File: src/hdl/acs_map.vh
// acs_map.vh: register offsets, field positions, reset values and timing counts
// assumes: included by the sequencer design files, APB byte addressing
`ifndef ACS_MAP_VH
`define ACS_MAP_VH

// ****************************************
// register byte offsets
// ****************************************
`define ACS_OFF_CTRL0 12'h000
`define ACS_OFF_CTRL1 12'h004
`define ACS_OFF_PINEN 12'h008
`define ACS_OFF_RESH 12'h00c
`define ACS_OFF_RESL 12'h010
`define ACS_OFF_IRQC 12'h014

// ****************************************
// field positions
// ****************************************
`define ACS_C0_START 7
`define ACS_C0_BUSY 6
`define ACS_C0_POFF 5
`define ACS_C0_ISRC 4
`define ACS_C1_VBG 6
`define ACS_C1_FMT 5
`define ACS_C1_REF 4
`define ACS_IRQ_FLAG 6
`define ACS_IRQ_EN 3
`define ACS_IRQ_GEN 0

// ****************************************
// reset values and timing
// ****************************************
`define ACS_CTRL0_RST 8'h60
`define ACS_CTRL1_RST 8'h00
`define ACS_PINEN_RST 8'h00
`define ACS_DIV_UNDEF 3'h7
`define ACS_CONV_CLKS 5'h10

`endif

File: src/hdl/acs_clk_div.v
// acs_clk_div.v: converter clock tick generator, pclk divided by 1..64
// assumes: same clock domain as the sequencer, code 111 never selected
`timescale 1ns/10ps
`include "acs_map.vh"
module acs_clk_div
(
	// clock and reset
	input wire pclk,
	input wire presetn,
	// control
	input wire clr,
	input wire [2:0] div_sel,
	// tick
	output reg tick_reg
);

reg [5:0] cnt_reg;
wire [5:0] limit;

// ****************************************
// divider
// ****************************************
// divide by 2**code; undefined code falls back to the slowest ratio
assign limit = (div_sel == `ACS_DIV_UNDEF) ? 6'h3f : ((6'h01 << div_sel) - 6'h01);

always @(posedge pclk or negedge presetn)
begin
	if (!presetn)
	begin
		cnt_reg <= 6'h00;
		tick_reg <= 1'b0;
	end
	else if (clr)
	begin
		cnt_reg <= 6'h00;
		tick_reg <= 1'b0;
	end
	else if (cnt_reg >= limit)
	begin
		cnt_reg <= 6'h00;
		tick_reg <= 1'b1;
	end
	else
	begin
		cnt_reg <= cnt_reg + 6'h01;
		tick_reg <= 1'b0;
	end
end

endmodule // acs_clk_div

File: src/hdl/acs_seq.v
// acs_seq.v: a/d conversion sequencer with apb register slave
// assumes: apb master on pclk, analog core gives a 12-bit sample, port logic takes overrides
//
// How it works
// - pin enable bit one selects analog input
// - upper pin enable bits read zero
// - start low-high-low begins one conversion
// - start held high resets, busy forced
// - busy clears by hardware at end
// - end sets irq flag; irq if enabled
// - converter clock is pclk over 1..64
// - analog pin drops its pull-high
// - analog pin overrides port direction
// - reference from vref pin or supply
// - conversion takes sixteen converter clocks, autonomous
// - channel code or internal bandgap selection
// - power-off bit resets to one
// - result left or right justified
`timescale 1ns/10ps
`include "acs_map.vh"
module acs_seq
#(
	parameter CONV_CLKS = `ACS_CONV_CLKS
)
(
	// apb
	input wire pclk,
	input wire presetn,
	input wire psel,
	input wire penable,
	input wire pwrite,
	input wire [11:0] paddr,
	input wire [31:0] pwdata,
	output reg [31:0] prdata,
	output reg pready,
	output reg pslverr,
	// analog core
	input wire [11:0] conv_sample,
	output reg conv_reset_reg,
	output reg conv_sample_reg,
	output reg conv_power_off,
	output reg [3:0] analog_mux_sel,
	output reg internal_source_sel,
	output reg bandgap_en,
	output reg ref_source_sel,
	// port overrides
	output reg [3:0] pin_analog_en,
	output reg [3:0] pin_pullup_dis,
	output reg [3:0] pin_dir_override,
	// interrupt
	output reg conv_irq
);

// ****************************************
// state
// ****************************************
localparam ST_IDLE = 2'b00;
localparam ST_RESET = 2'b01;
localparam ST_CONV = 2'b10;

// ****************************************
// reset images
// ****************************************
localparam [7:0] CTRL0_RST = `ACS_CTRL0_RST;
localparam [7:0] CTRL1_RST = `ACS_CTRL1_RST;
localparam [7:0] PINEN_RST = `ACS_PINEN_RST;

reg [1:0] state_reg;
reg [1:0] state_next;
reg start_reg;
reg conv_busy_flag;
reg [1:0] channel_sel;
reg [2:0] conv_clk_div_sel;
reg result_format_sel;
reg [3:0] pin_analog_en_field;
reg conv_irq_flag;
reg conv_irq_enable;
reg global_irq_enable;
reg [11:0] result_reg;
reg [4:0] tick_cnt_reg;
wire conv_tick;
wire wr_en;
wire rd_en;
wire addr_ok;
wire conv_done;
reg [7:0] rd_mux;

// writes land on the pready edge only; a held access re-pulses pready every other cycle and writes again on each pulse
assign wr_en = psel & penable & pwrite & pready;
assign rd_en = psel & penable & ~pwrite;
assign addr_ok = (paddr == `ACS_OFF_CTRL0) | (paddr == `ACS_OFF_CTRL1) |
	(paddr == `ACS_OFF_PINEN) | (paddr == `ACS_OFF_RESH) |
	(paddr == `ACS_OFF_RESL) | (paddr == `ACS_OFF_IRQC);
assign conv_done = (state_reg == ST_CONV) & conv_tick &
	(tick_cnt_reg == CONV_CLKS[4:0] - 5'h01);

// ****************************************
// converter clock
// ****************************************
acs_clk_div u_div
(
	.pclk(pclk),
	.presetn(presetn),
	.clr(state_reg != ST_CONV),
	.div_sel(conv_clk_div_sel),
	.tick_reg(conv_tick)
);

// ****************************************
// sequencer
// ****************************************
always @*
begin
	state_next = state_reg;
	case (state_reg)
		ST_IDLE:
		begin
			if (start_reg)
				state_next = ST_RESET;
		end
		ST_RESET:
		begin
			if (!start_reg)
				state_next = ST_CONV;
		end
		ST_CONV:
		begin
			if (start_reg)
				state_next = ST_RESET;
			else if (conv_done)
				state_next = ST_IDLE;
		end
		default:
			state_next = ST_IDLE;
	endcase
end

always @(posedge pclk or negedge presetn)
begin
	if (!presetn)
	begin
		state_reg <= ST_IDLE;
		tick_cnt_reg <= 5'h00;
		conv_busy_flag <= CTRL0_RST[`ACS_C0_BUSY];
		result_reg <= 12'h000;
	end
	else
	begin
		state_reg <= state_next;
		if (state_reg != ST_CONV)
			tick_cnt_reg <= 5'h00;
		else if (conv_tick)
			tick_cnt_reg <= tick_cnt_reg + 5'h01;
		if (state_next == ST_RESET)
			conv_busy_flag <= 1'b1;
		else if (conv_done)
			conv_busy_flag <= 1'b0;
		if (conv_done)
			result_reg <= conv_sample;
	end
end

// ****************************************
// register writes
// ****************************************
always @(posedge pclk or negedge presetn)
begin
	if (!presetn)
	begin
		start_reg <= CTRL0_RST[`ACS_C0_START];
		conv_power_off <= CTRL0_RST[`ACS_C0_POFF];
		internal_source_sel <= CTRL0_RST[`ACS_C0_ISRC];
		channel_sel <= CTRL0_RST[1:0];
		bandgap_en <= CTRL1_RST[`ACS_C1_VBG];
		result_format_sel <= CTRL1_RST[`ACS_C1_FMT];
		ref_source_sel <= CTRL1_RST[`ACS_C1_REF];
		conv_clk_div_sel <= CTRL1_RST[2:0];
		pin_analog_en_field <= PINEN_RST[3:0];
		conv_irq_flag <= 1'b0;
		conv_irq_enable <= 1'b0;
		global_irq_enable <= 1'b0;
	end
	else
	begin
		if (wr_en && paddr == `ACS_OFF_CTRL0)
		begin
			start_reg <= pwdata[`ACS_C0_START];
			conv_power_off <= pwdata[`ACS_C0_POFF];
			internal_source_sel <= pwdata[`ACS_C0_ISRC];
			channel_sel <= pwdata[1:0];
		end
		if (wr_en && paddr == `ACS_OFF_CTRL1)
		begin
			bandgap_en <= pwdata[`ACS_C1_VBG];
			result_format_sel <= pwdata[`ACS_C1_FMT];
			ref_source_sel <= pwdata[`ACS_C1_REF];
			conv_clk_div_sel <= pwdata[2:0];
		end
		if (wr_en && paddr == `ACS_OFF_PINEN)
			pin_analog_en_field <= pwdata[3:0];
		if (wr_en && paddr == `ACS_OFF_IRQC)
		begin
			conv_irq_enable <= pwdata[`ACS_IRQ_EN];
			global_irq_enable <= pwdata[`ACS_IRQ_GEN];
		end
		// set wins over a software clear in the same cycle
		if (conv_done)
			conv_irq_flag <= 1'b1;
		else if (wr_en && paddr == `ACS_OFF_IRQC)
			conv_irq_flag <= pwdata[`ACS_IRQ_FLAG];
	end
end

// ****************************************
// read mux and apb answer
// ****************************************
always @*
begin
	rd_mux = 8'h00;
	case (paddr)
		`ACS_OFF_CTRL0:
			rd_mux = {start_reg, conv_busy_flag, conv_power_off, internal_source_sel,
				2'b00, channel_sel};
		`ACS_OFF_CTRL1:
			rd_mux = {1'b0, bandgap_en, result_format_sel, ref_source_sel, 1'b0,
				conv_clk_div_sel};
		`ACS_OFF_PINEN:
			rd_mux = {4'h0, pin_analog_en_field};
		`ACS_OFF_RESH:
			rd_mux = result_format_sel ? {4'h0, result_reg[11:8]} :
				result_reg[11:4];
		`ACS_OFF_RESL:
			rd_mux = result_format_sel ? result_reg[7:0] :
				{result_reg[3:0], 4'h0};
		`ACS_OFF_IRQC:
			rd_mux = {1'b0, conv_irq_flag, 2'b00, conv_irq_enable, 2'b00,
				global_irq_enable};
		default:
			rd_mux = 8'h00;
	endcase
end

// one wait state: answer in the access phase's second cycle
always @(posedge pclk or negedge presetn)
begin
	if (!presetn)
	begin
		pready <= 1'b0;
		pslverr <= 1'b0;
		prdata <= 32'h00000000;
	end
	else
	begin
		pready <= psel & penable & ~pready;
		pslverr <= psel & penable & ~pready & ~addr_ok;
		if (rd_en && !pready)
			prdata <= {24'h000000, rd_mux};
	end
end

// ****************************************
// outputs to analog core and ports
// ****************************************
always @(posedge pclk or negedge presetn)
begin
	if (!presetn)
	begin
		conv_reset_reg <= 1'b1;
		conv_sample_reg <= 1'b0;
		analog_mux_sel <= 4'h0;
		pin_analog_en <= 4'h0;
		pin_pullup_dis <= 4'h0;
		pin_dir_override <= 4'h0;
		conv_irq <= 1'b0;
	end
	else
	begin
		conv_reset_reg <= (state_next == ST_RESET) | conv_power_off;
		// a powered-off converter stops sampling one pclk after conv_power_off is set
		conv_sample_reg <= (state_next == ST_CONV) & ~conv_power_off;
		// bandgap disconnects every external channel
		analog_mux_sel <= internal_source_sel ? 4'h0 : (4'h1 << channel_sel);
		pin_analog_en <= pin_analog_en_field;
		pin_pullup_dis <= pin_analog_en_field;
		pin_dir_override <= pin_analog_en_field;
		conv_irq <= (conv_irq_flag | conv_done) & conv_irq_enable & global_irq_enable;
	end
end

// ref_source_sel drives the reference switch directly: 1 vref pin, 0 supply

endmodule // acs_seq
File: config.mk
export PLATFORM = sky130hd
export DESIGN_NAME = acs_seq
export DESIGN_NICKNAME = d
export VERILOG_FILES = /design/src/hdl/acs_clk_div.v /design/src/hdl/acs_seq.v
export VERILOG_INCLUDE_DIRS = /design/src /design/src/hdl
export SDC_FILE = /design/constraint.sdc
export NUM_CORES = 1
export LEC_CHECK = 0
export ABC_AREA = 1
export BUFFER_PORTS_ARGS = -buffer_cell sky130_fd_sc_hd__buf_2
export CORE_UTILIZATION = 50
export DETAILED_ROUTE_END_ITERATION = 8
export PLACE_DENSITY = 0.79
export SYNTH_ARGS = -nofsm -noshare
export SYNTH_HDL_FRONTEND = slang
export SYNTH_SLANG_ARGS = --single-unit
File: constraint.sdc
create_clock -name pclk -period 2.7 [get_ports pclk]
set_input_delay 0.405 -clock pclk [delete_from_list [all_inputs] [get_ports pclk]]
set_output_delay 0.405 -clock pclk [all_outputs]
set_load 0.02 [all_outputs]
Word-level counts from Yosys, hierarchy flattened
Index checks and enable logic that the tools add are counted.

Register bits after elaboration: 66. Bits of input ports: 61. Logic and storage cells: 97.

$add $sub $neg: 3. Magnitude comparators: 1. Equal/unequal tests: 12. Shift operators: 2. Multiplexer cells: 20. Bitwise gates (word level): 22. Reductions and logical operators: 11.

Operators with widths (number): one-hot mux 8 bit (6 select lines) (1); == test 12 x 4 -> 1 bit, second input constant (2); == test 12 x 5 -> 1 bit, second input constant (2); two-way mux 6 bit (3); two-way mux 8 bit (2); == test 12 x 3 -> 1 bit, second input constant (1); logical NOT 12 bit (1); AND 1 bit (11); two-way mux 5 bit (2); two-way mux 2 bit (4); bitwise OR 1 bit (7); adder 6 x 1 -> 6 bit, second input constant (1); >= comparator 6 bit (1); two-way mux 1 bit (6); one-hot mux 2 bit (3 select lines) (1); nonzero test 2 bit (3); << shifter 1 x 3 -> 6 bit, first input constant (1); subtractor 6 x 1 -> 6 bit, second input constant (1); adder 5 x 1 -> 5 bit, second input constant (1); == test 5 x 4 -> 1 bit, second input constant (1); logical AND 1 bit (5); == test 2 x 1 -> 1 bit, second input constant (2); == test 2 bit, second input constant (2); two-way mux 4 bit (1); other kinds (6) (9).

Longest topological paths before layout
Word-level depth: 8. Mapped depth: 13. Mapped depth without buffers: 13.

By module
Synthesis repeated with hierarchy kept, for this count alone.

Cells, all modules: 466. Area, all modules: 3709.8 µm².

Modules (own cells, without submodules): acs_seq (times used 1, cells each 391, area each 3160.5 µm², sequential area each 1480.2 µm²); acs_clk_div (times used 1, cells each 75, area each 549.3 µm², sequential area each 175.2 µm²).

Least setup slack after synthesis
OpenSTA, ideal clock, no wires.

Path type: register to register. Start point: register conv_clk_div_sel[0]. End point: register u_div.cnt_reg[3]. Setup time: 0.088 ns. Data arrival time: 1.930 ns. Setup slack: 0.682 ns. Cell stages (with the launch flop): 11. Clock period less this slack: 2.018 ns. Cell sequence: dfrtp_1 nor2_1 nand2_1 ha_1 nand2_1 inv_1 ha_1 a21boi_0 o21ai_0 nand4_1 nor3_1.

Cells in the longest elaborated chain, start to end: 6. Elaborated cells between the ends (all ways): 7. Those cells by class: add/sub: 1; order compare: 1; eq/ne: 1; shift: 1; mux: 3.

Ends and longest elaborated chain: start, declared (line acs_seq.v:73) `reg [2:0] conv_clk_div_sel;`; start signal, assigned (line acs_seq.v:177) `conv_clk_div_sel <= CTRL1_RST[2:0];`; start signal, assigned (line acs_seq.v:197) `conv_clk_div_sel <= pwdata[2:0];`; << shifter 1 x 3 -> 6 bit (line acs_clk_div.v:24) `` assign limit = (div_sel == `ACS_DIV_UNDEF) ? 6'h3f : ((6'h01 << div_sel) - 6'h01); ``; subtractor 6 x 1 -> 6 bit (line acs_clk_div.v:24); two-way mux 6 bit * (line acs_clk_div.v:24); >= comparator 6 bit * (line acs_clk_div.v:38) `else if (cnt_reg >= limit)`; two-way mux 6 bit * (line acs_clk_div.v:38); two-way mux 6 bit * (line acs_clk_div.v:33) `else if (clr)`; end signal, assigned (line acs_clk_div.v:45) `cnt_reg <= cnt_reg + 6'h01;`; end, declared (line acs_clk_div.v:17) `reg [5:0] cnt_reg;`.

Mark *: on every way between the ends. The rest lies on a longest branch, timed or not. A chain may end at the register's enable or synchronous reset.

Worst setup path after layout
Start point: register conv_clk_div_sel[2]. End point: register u_div.cnt_reg[3].

Same word-level chain as after synthesis.

==> impl_metrics.yaml <==
placed_design:
  io_buffers: 69
  dp_hpwl_um: 5810
  gp_congestion: 0.865
clock_tree:
  cts.htree.levels: 3
  clock_latency_ps: 350
  tritoncts: "built"
  clk_pin_slew_worst_paths_ps: 70
  cts.sinks: 66
  clk_path_buf_depth: 2
  post-cts-setup-buffers: 0
  cts_inserted_buffers: 9
  cts_root_buf: "clkbuf_8"
floorplanning:
  coreArea_sq_um: 7210
  die_area_sq_um: 7800
  initial_core_util_pct: 51.6
  rows: 31
  die_w_um: 88.3
  die_h_um: 88.3
  io_pins: 118
power:
  ir_drop_v: 0.000492
  p_leak_nw: 2.30
  powerDensity_nw_per_um2: 525
routing:
  drc: 0
  drtIter0Drc: 242
  drt-total-wl_um: 7600
  wire_per_inst_um: 12.2
  route.vias.total: 3070
  dr.pass1.iters: 5
  ant_nets: 0
  via_per_inst: 4.94
min_path:
  hp-start: "conv_sample[2]"
  hold_path.class: "input pin to register"
  hold_depth: 3
  hold_end: "result_reg[2]$_DFFE_PN0P_"
setup_path:
  crit_arrival_ps: 2650
  rr_endpoint: "u_div.cnt_reg[3]$_DFF_PN0_"
  slowest_stage: "dfrtp_1"
  critPathMaxStageDelay_ps: 460
  r2r_slack_ps: 310
  critPathCaptureType: "register"
  path_class: "register to register"
  worstSetupStartpointType: "register"
  cp_max_fo: 7
  r2r_start: "conv_clk_div_sel[2]$_DFFE_PN0P_"
  crit_chain: "inv_1 > nand3_1 > ha_1 > o21ai_0 > o21ai_0 > a21oi_1 > ha_1 > nand2_1 > nor2_1 > o21ai_0 > nand4_1 > nor3_1"
  cp.buffers_inverters: 1
  cp_data_required_time_ps: 2960
  crit_top_cell: "o21ai_0"
  ff2ff_path_depth: 12
  crit_family: "simple AND/OR/NAND/NOR gates"
global_routing:
  grt_max_degree: 26
  grt_pass1_wl_um: 12300
  antenna_found_initial: 0
  gr-total-overflow: 0
  grt_usage_pct: 21.2
  grt_pass1_vias: 2720
sta:
  min_period_ps: 2390
  finalCritPeriodShare_pct: 88.6
  final_hold_viol_count: 0
  max_clock_freq_mhz: 418
  rsz0062_at_grt: "no"
  setup_tns_ps: 0
  slew_viol_final: 0
  setup_viol: 0
  finClkSkew_ps: 6.77
job:
  drv_cap: 0
cells_and_area:
  largest_reg_flops: 12
  drive_above_1_share_pct: 25.3
  fillerInstances: 628
  final_util_pct: 59.3
  nNetsFinal: 588
  antenna_cells: 0
  synthToLayoutAreaGrowth_pct: 14.8
synth:
  yosysUniqueCellTypes: 39
  async_reset_ff_share_pct: 100
  synth-seq-cells: 66
  yosysMostFrequentCell: "nand2_1"
  synth_common_cells: "nand2_1, dfrtp_1, inv_1, nand3_1, buf_4"
  ys_top_cells_by_area: "dfrtp_1, nand2_1, buf_4"
  yosysSeqAreaShare_pct: 44.4
  yosysTopAreaCell: "dfrtp_1"
  synth_top_flop_cell: "dfrtp_1"
  synth.top_cell.area_share_pct: 42.3
  synth-edff-count: 0
  yosysWarnings: 0
  synth_cells: 450
  netlist_area_sq_um: 3720
  postSynthAreaPerCell_sq_um: 8.28
outcome:
  status: "finished, final reports clean"
## kinds of logic (layout without fill, tap and decap cells)
family | after synthesis | count (layout) | share of synthesized area, %
simple gates | 225 | 225 | 29.0
buf+inv | 94 | 143 | 13.5
fa+ha+maj | 10 | 10 | 3.36
compound gates | 50 | 50 | 8.63
other cells | 1 | 24 | 0.101
flops | 66 | 66 | 44.4
xor+xnor | 4 | 4 | 0.941
## worst register-to-register path: stages (launching register included)
cell and delay [ps]:
dfrtp_1 460, inv_1 200, nand3_1 110, ha_1 240, o21ai_0 80, o21ai_0 110, a21oi_1 160, ha_1 250
nand2_1 80, nor2_1 50, o21ai_0 90, nand4_1 280, nor3_1 210
## cell usage in the layout, fill, tap and decap left out, types with 2 or more instances in the layout
cell | synthesis | layout
xor2_1 | 2 | 2
nor2_4 | 7 | 7
clkbuf_8 | 0 | 9
nand3b_1 | 4 | 4
inv_2 | 4 | 4
nor2_2 | 5 | 5
nand3_2 | 5 | 5
nand4_1 | 8 | 8
o21ai_0 | 21 | 21
nor2_1 | 27 | 27
dfstp_2 | 3 | 3
a21oi_2 | 2 | 2
bufinv_16 | 0 | 4
buf_2 | 4 | 69
nor3_1 | 9 | 9
conb_1 | 1 | 24
ha_1 | 10 | 10
o211ai_1 | 2 | 2
nand2_2 | 2 | 2
nand2_4 | 3 | 3
o22ai_1 | 2 | 2
buf_4 | 34 | 3
nand2_1 | 117 | 117
inv_1 | 50 | 50
a21oi_1 | 5 | 5
o21ai_2 | 10 | 10
xnor2_1 | 2 | 2
dfrtp_1 | 63 | 63
o21ai_1 | 2 | 2
nand3_1 | 35 | 35
## routing by layer
layer,GRT usage (%),vias up,part of all wire [%]
li1,-,1523,-
met4,11.0,0,2.6
met1,27.7,1411,45
met2,33.3,120,47
met3,4.85,16,6.0
met5,0,-,0
## what timing repair did
item / CTS / global route
endpoints found under the setup margin: 0 / 0
gates resized for setup: 0 / 0
hold endpoints to repair: 18 / 0
hold buffers: 1 / 0
## metrics by stage
step                worst slack (ps)  instances  instance area (sq um)  hold WS (ps)  total power [W]
floorplan                        682        473                   3810           109          0.00113
global placement                 493        604                   4000           365          0.00117
detailed placement               336        604                   4000           371          0.00118
CTS                              324        621                   4280           234          0.00227
global route                    48.7        621                   4280           238          0.00233
finish                           308        621                   4280           251          0.00225
## layout make-up
cell class / instances / area [sq um] / area share (%)
Multi-Input combinational cell: 313 / 1650 / 38.6
Clock inverter: 7 / 141 / 3.31
Tap cell: 99 / 124 / 2.90
Timing Repair Buffer: 73 / 378 / 8.84
Inverter: 54 / 203 / 4.74
Sequential cell: 66 / 1660 / 38.7
Clock buffer: 9 / 124 / 2.90
## worst max-delay path by stage
stage | from | to | slack (ps) | cells past startpoint
5_1_grt | conv_clk_div_sel[1]$_DFFE_PN0P_ | u_div.cnt_reg[3]$_DFF_PN0_ | 50 | 12
4_1_cts | conv_clk_div_sel[1]$_DFFE_PN0P_ | u_div.cnt_reg[3]$_DFF_PN0_ | 320 | 12
6_report | conv_clk_div_sel[2]$_DFFE_PN0P_ | u_div.cnt_reg[3]$_DFF_PN0_ | 310 | 12
3_5_place_dp | conv_clk_div_sel[1]$_DFFE_PN0P_ | u_div.cnt_reg[3]$_DFF_PN0_ | 340 | 12
2_1_floorplan | conv_clk_div_sel[0]$_DFFE_PN0P_ | u_div.cnt_reg[3]$_DFF_PN0_ | 680 | 10
3_3_place_gp | conv_clk_div_sel[2]$_DFFE_PN0P_ | u_div.cnt_reg[3]$_DFF_PN0_ | 490 | 12
## power breakdown
part / leakage, nW / switching (W) / internal [W]
combinational: 1.36 / 0.000112 / 0.0000426
clock: 0.129 / 0.000382 / 0.000706
sequential: 0.820 / 0.00000541 / 0.000999
(Power assumes the default switching activity.)
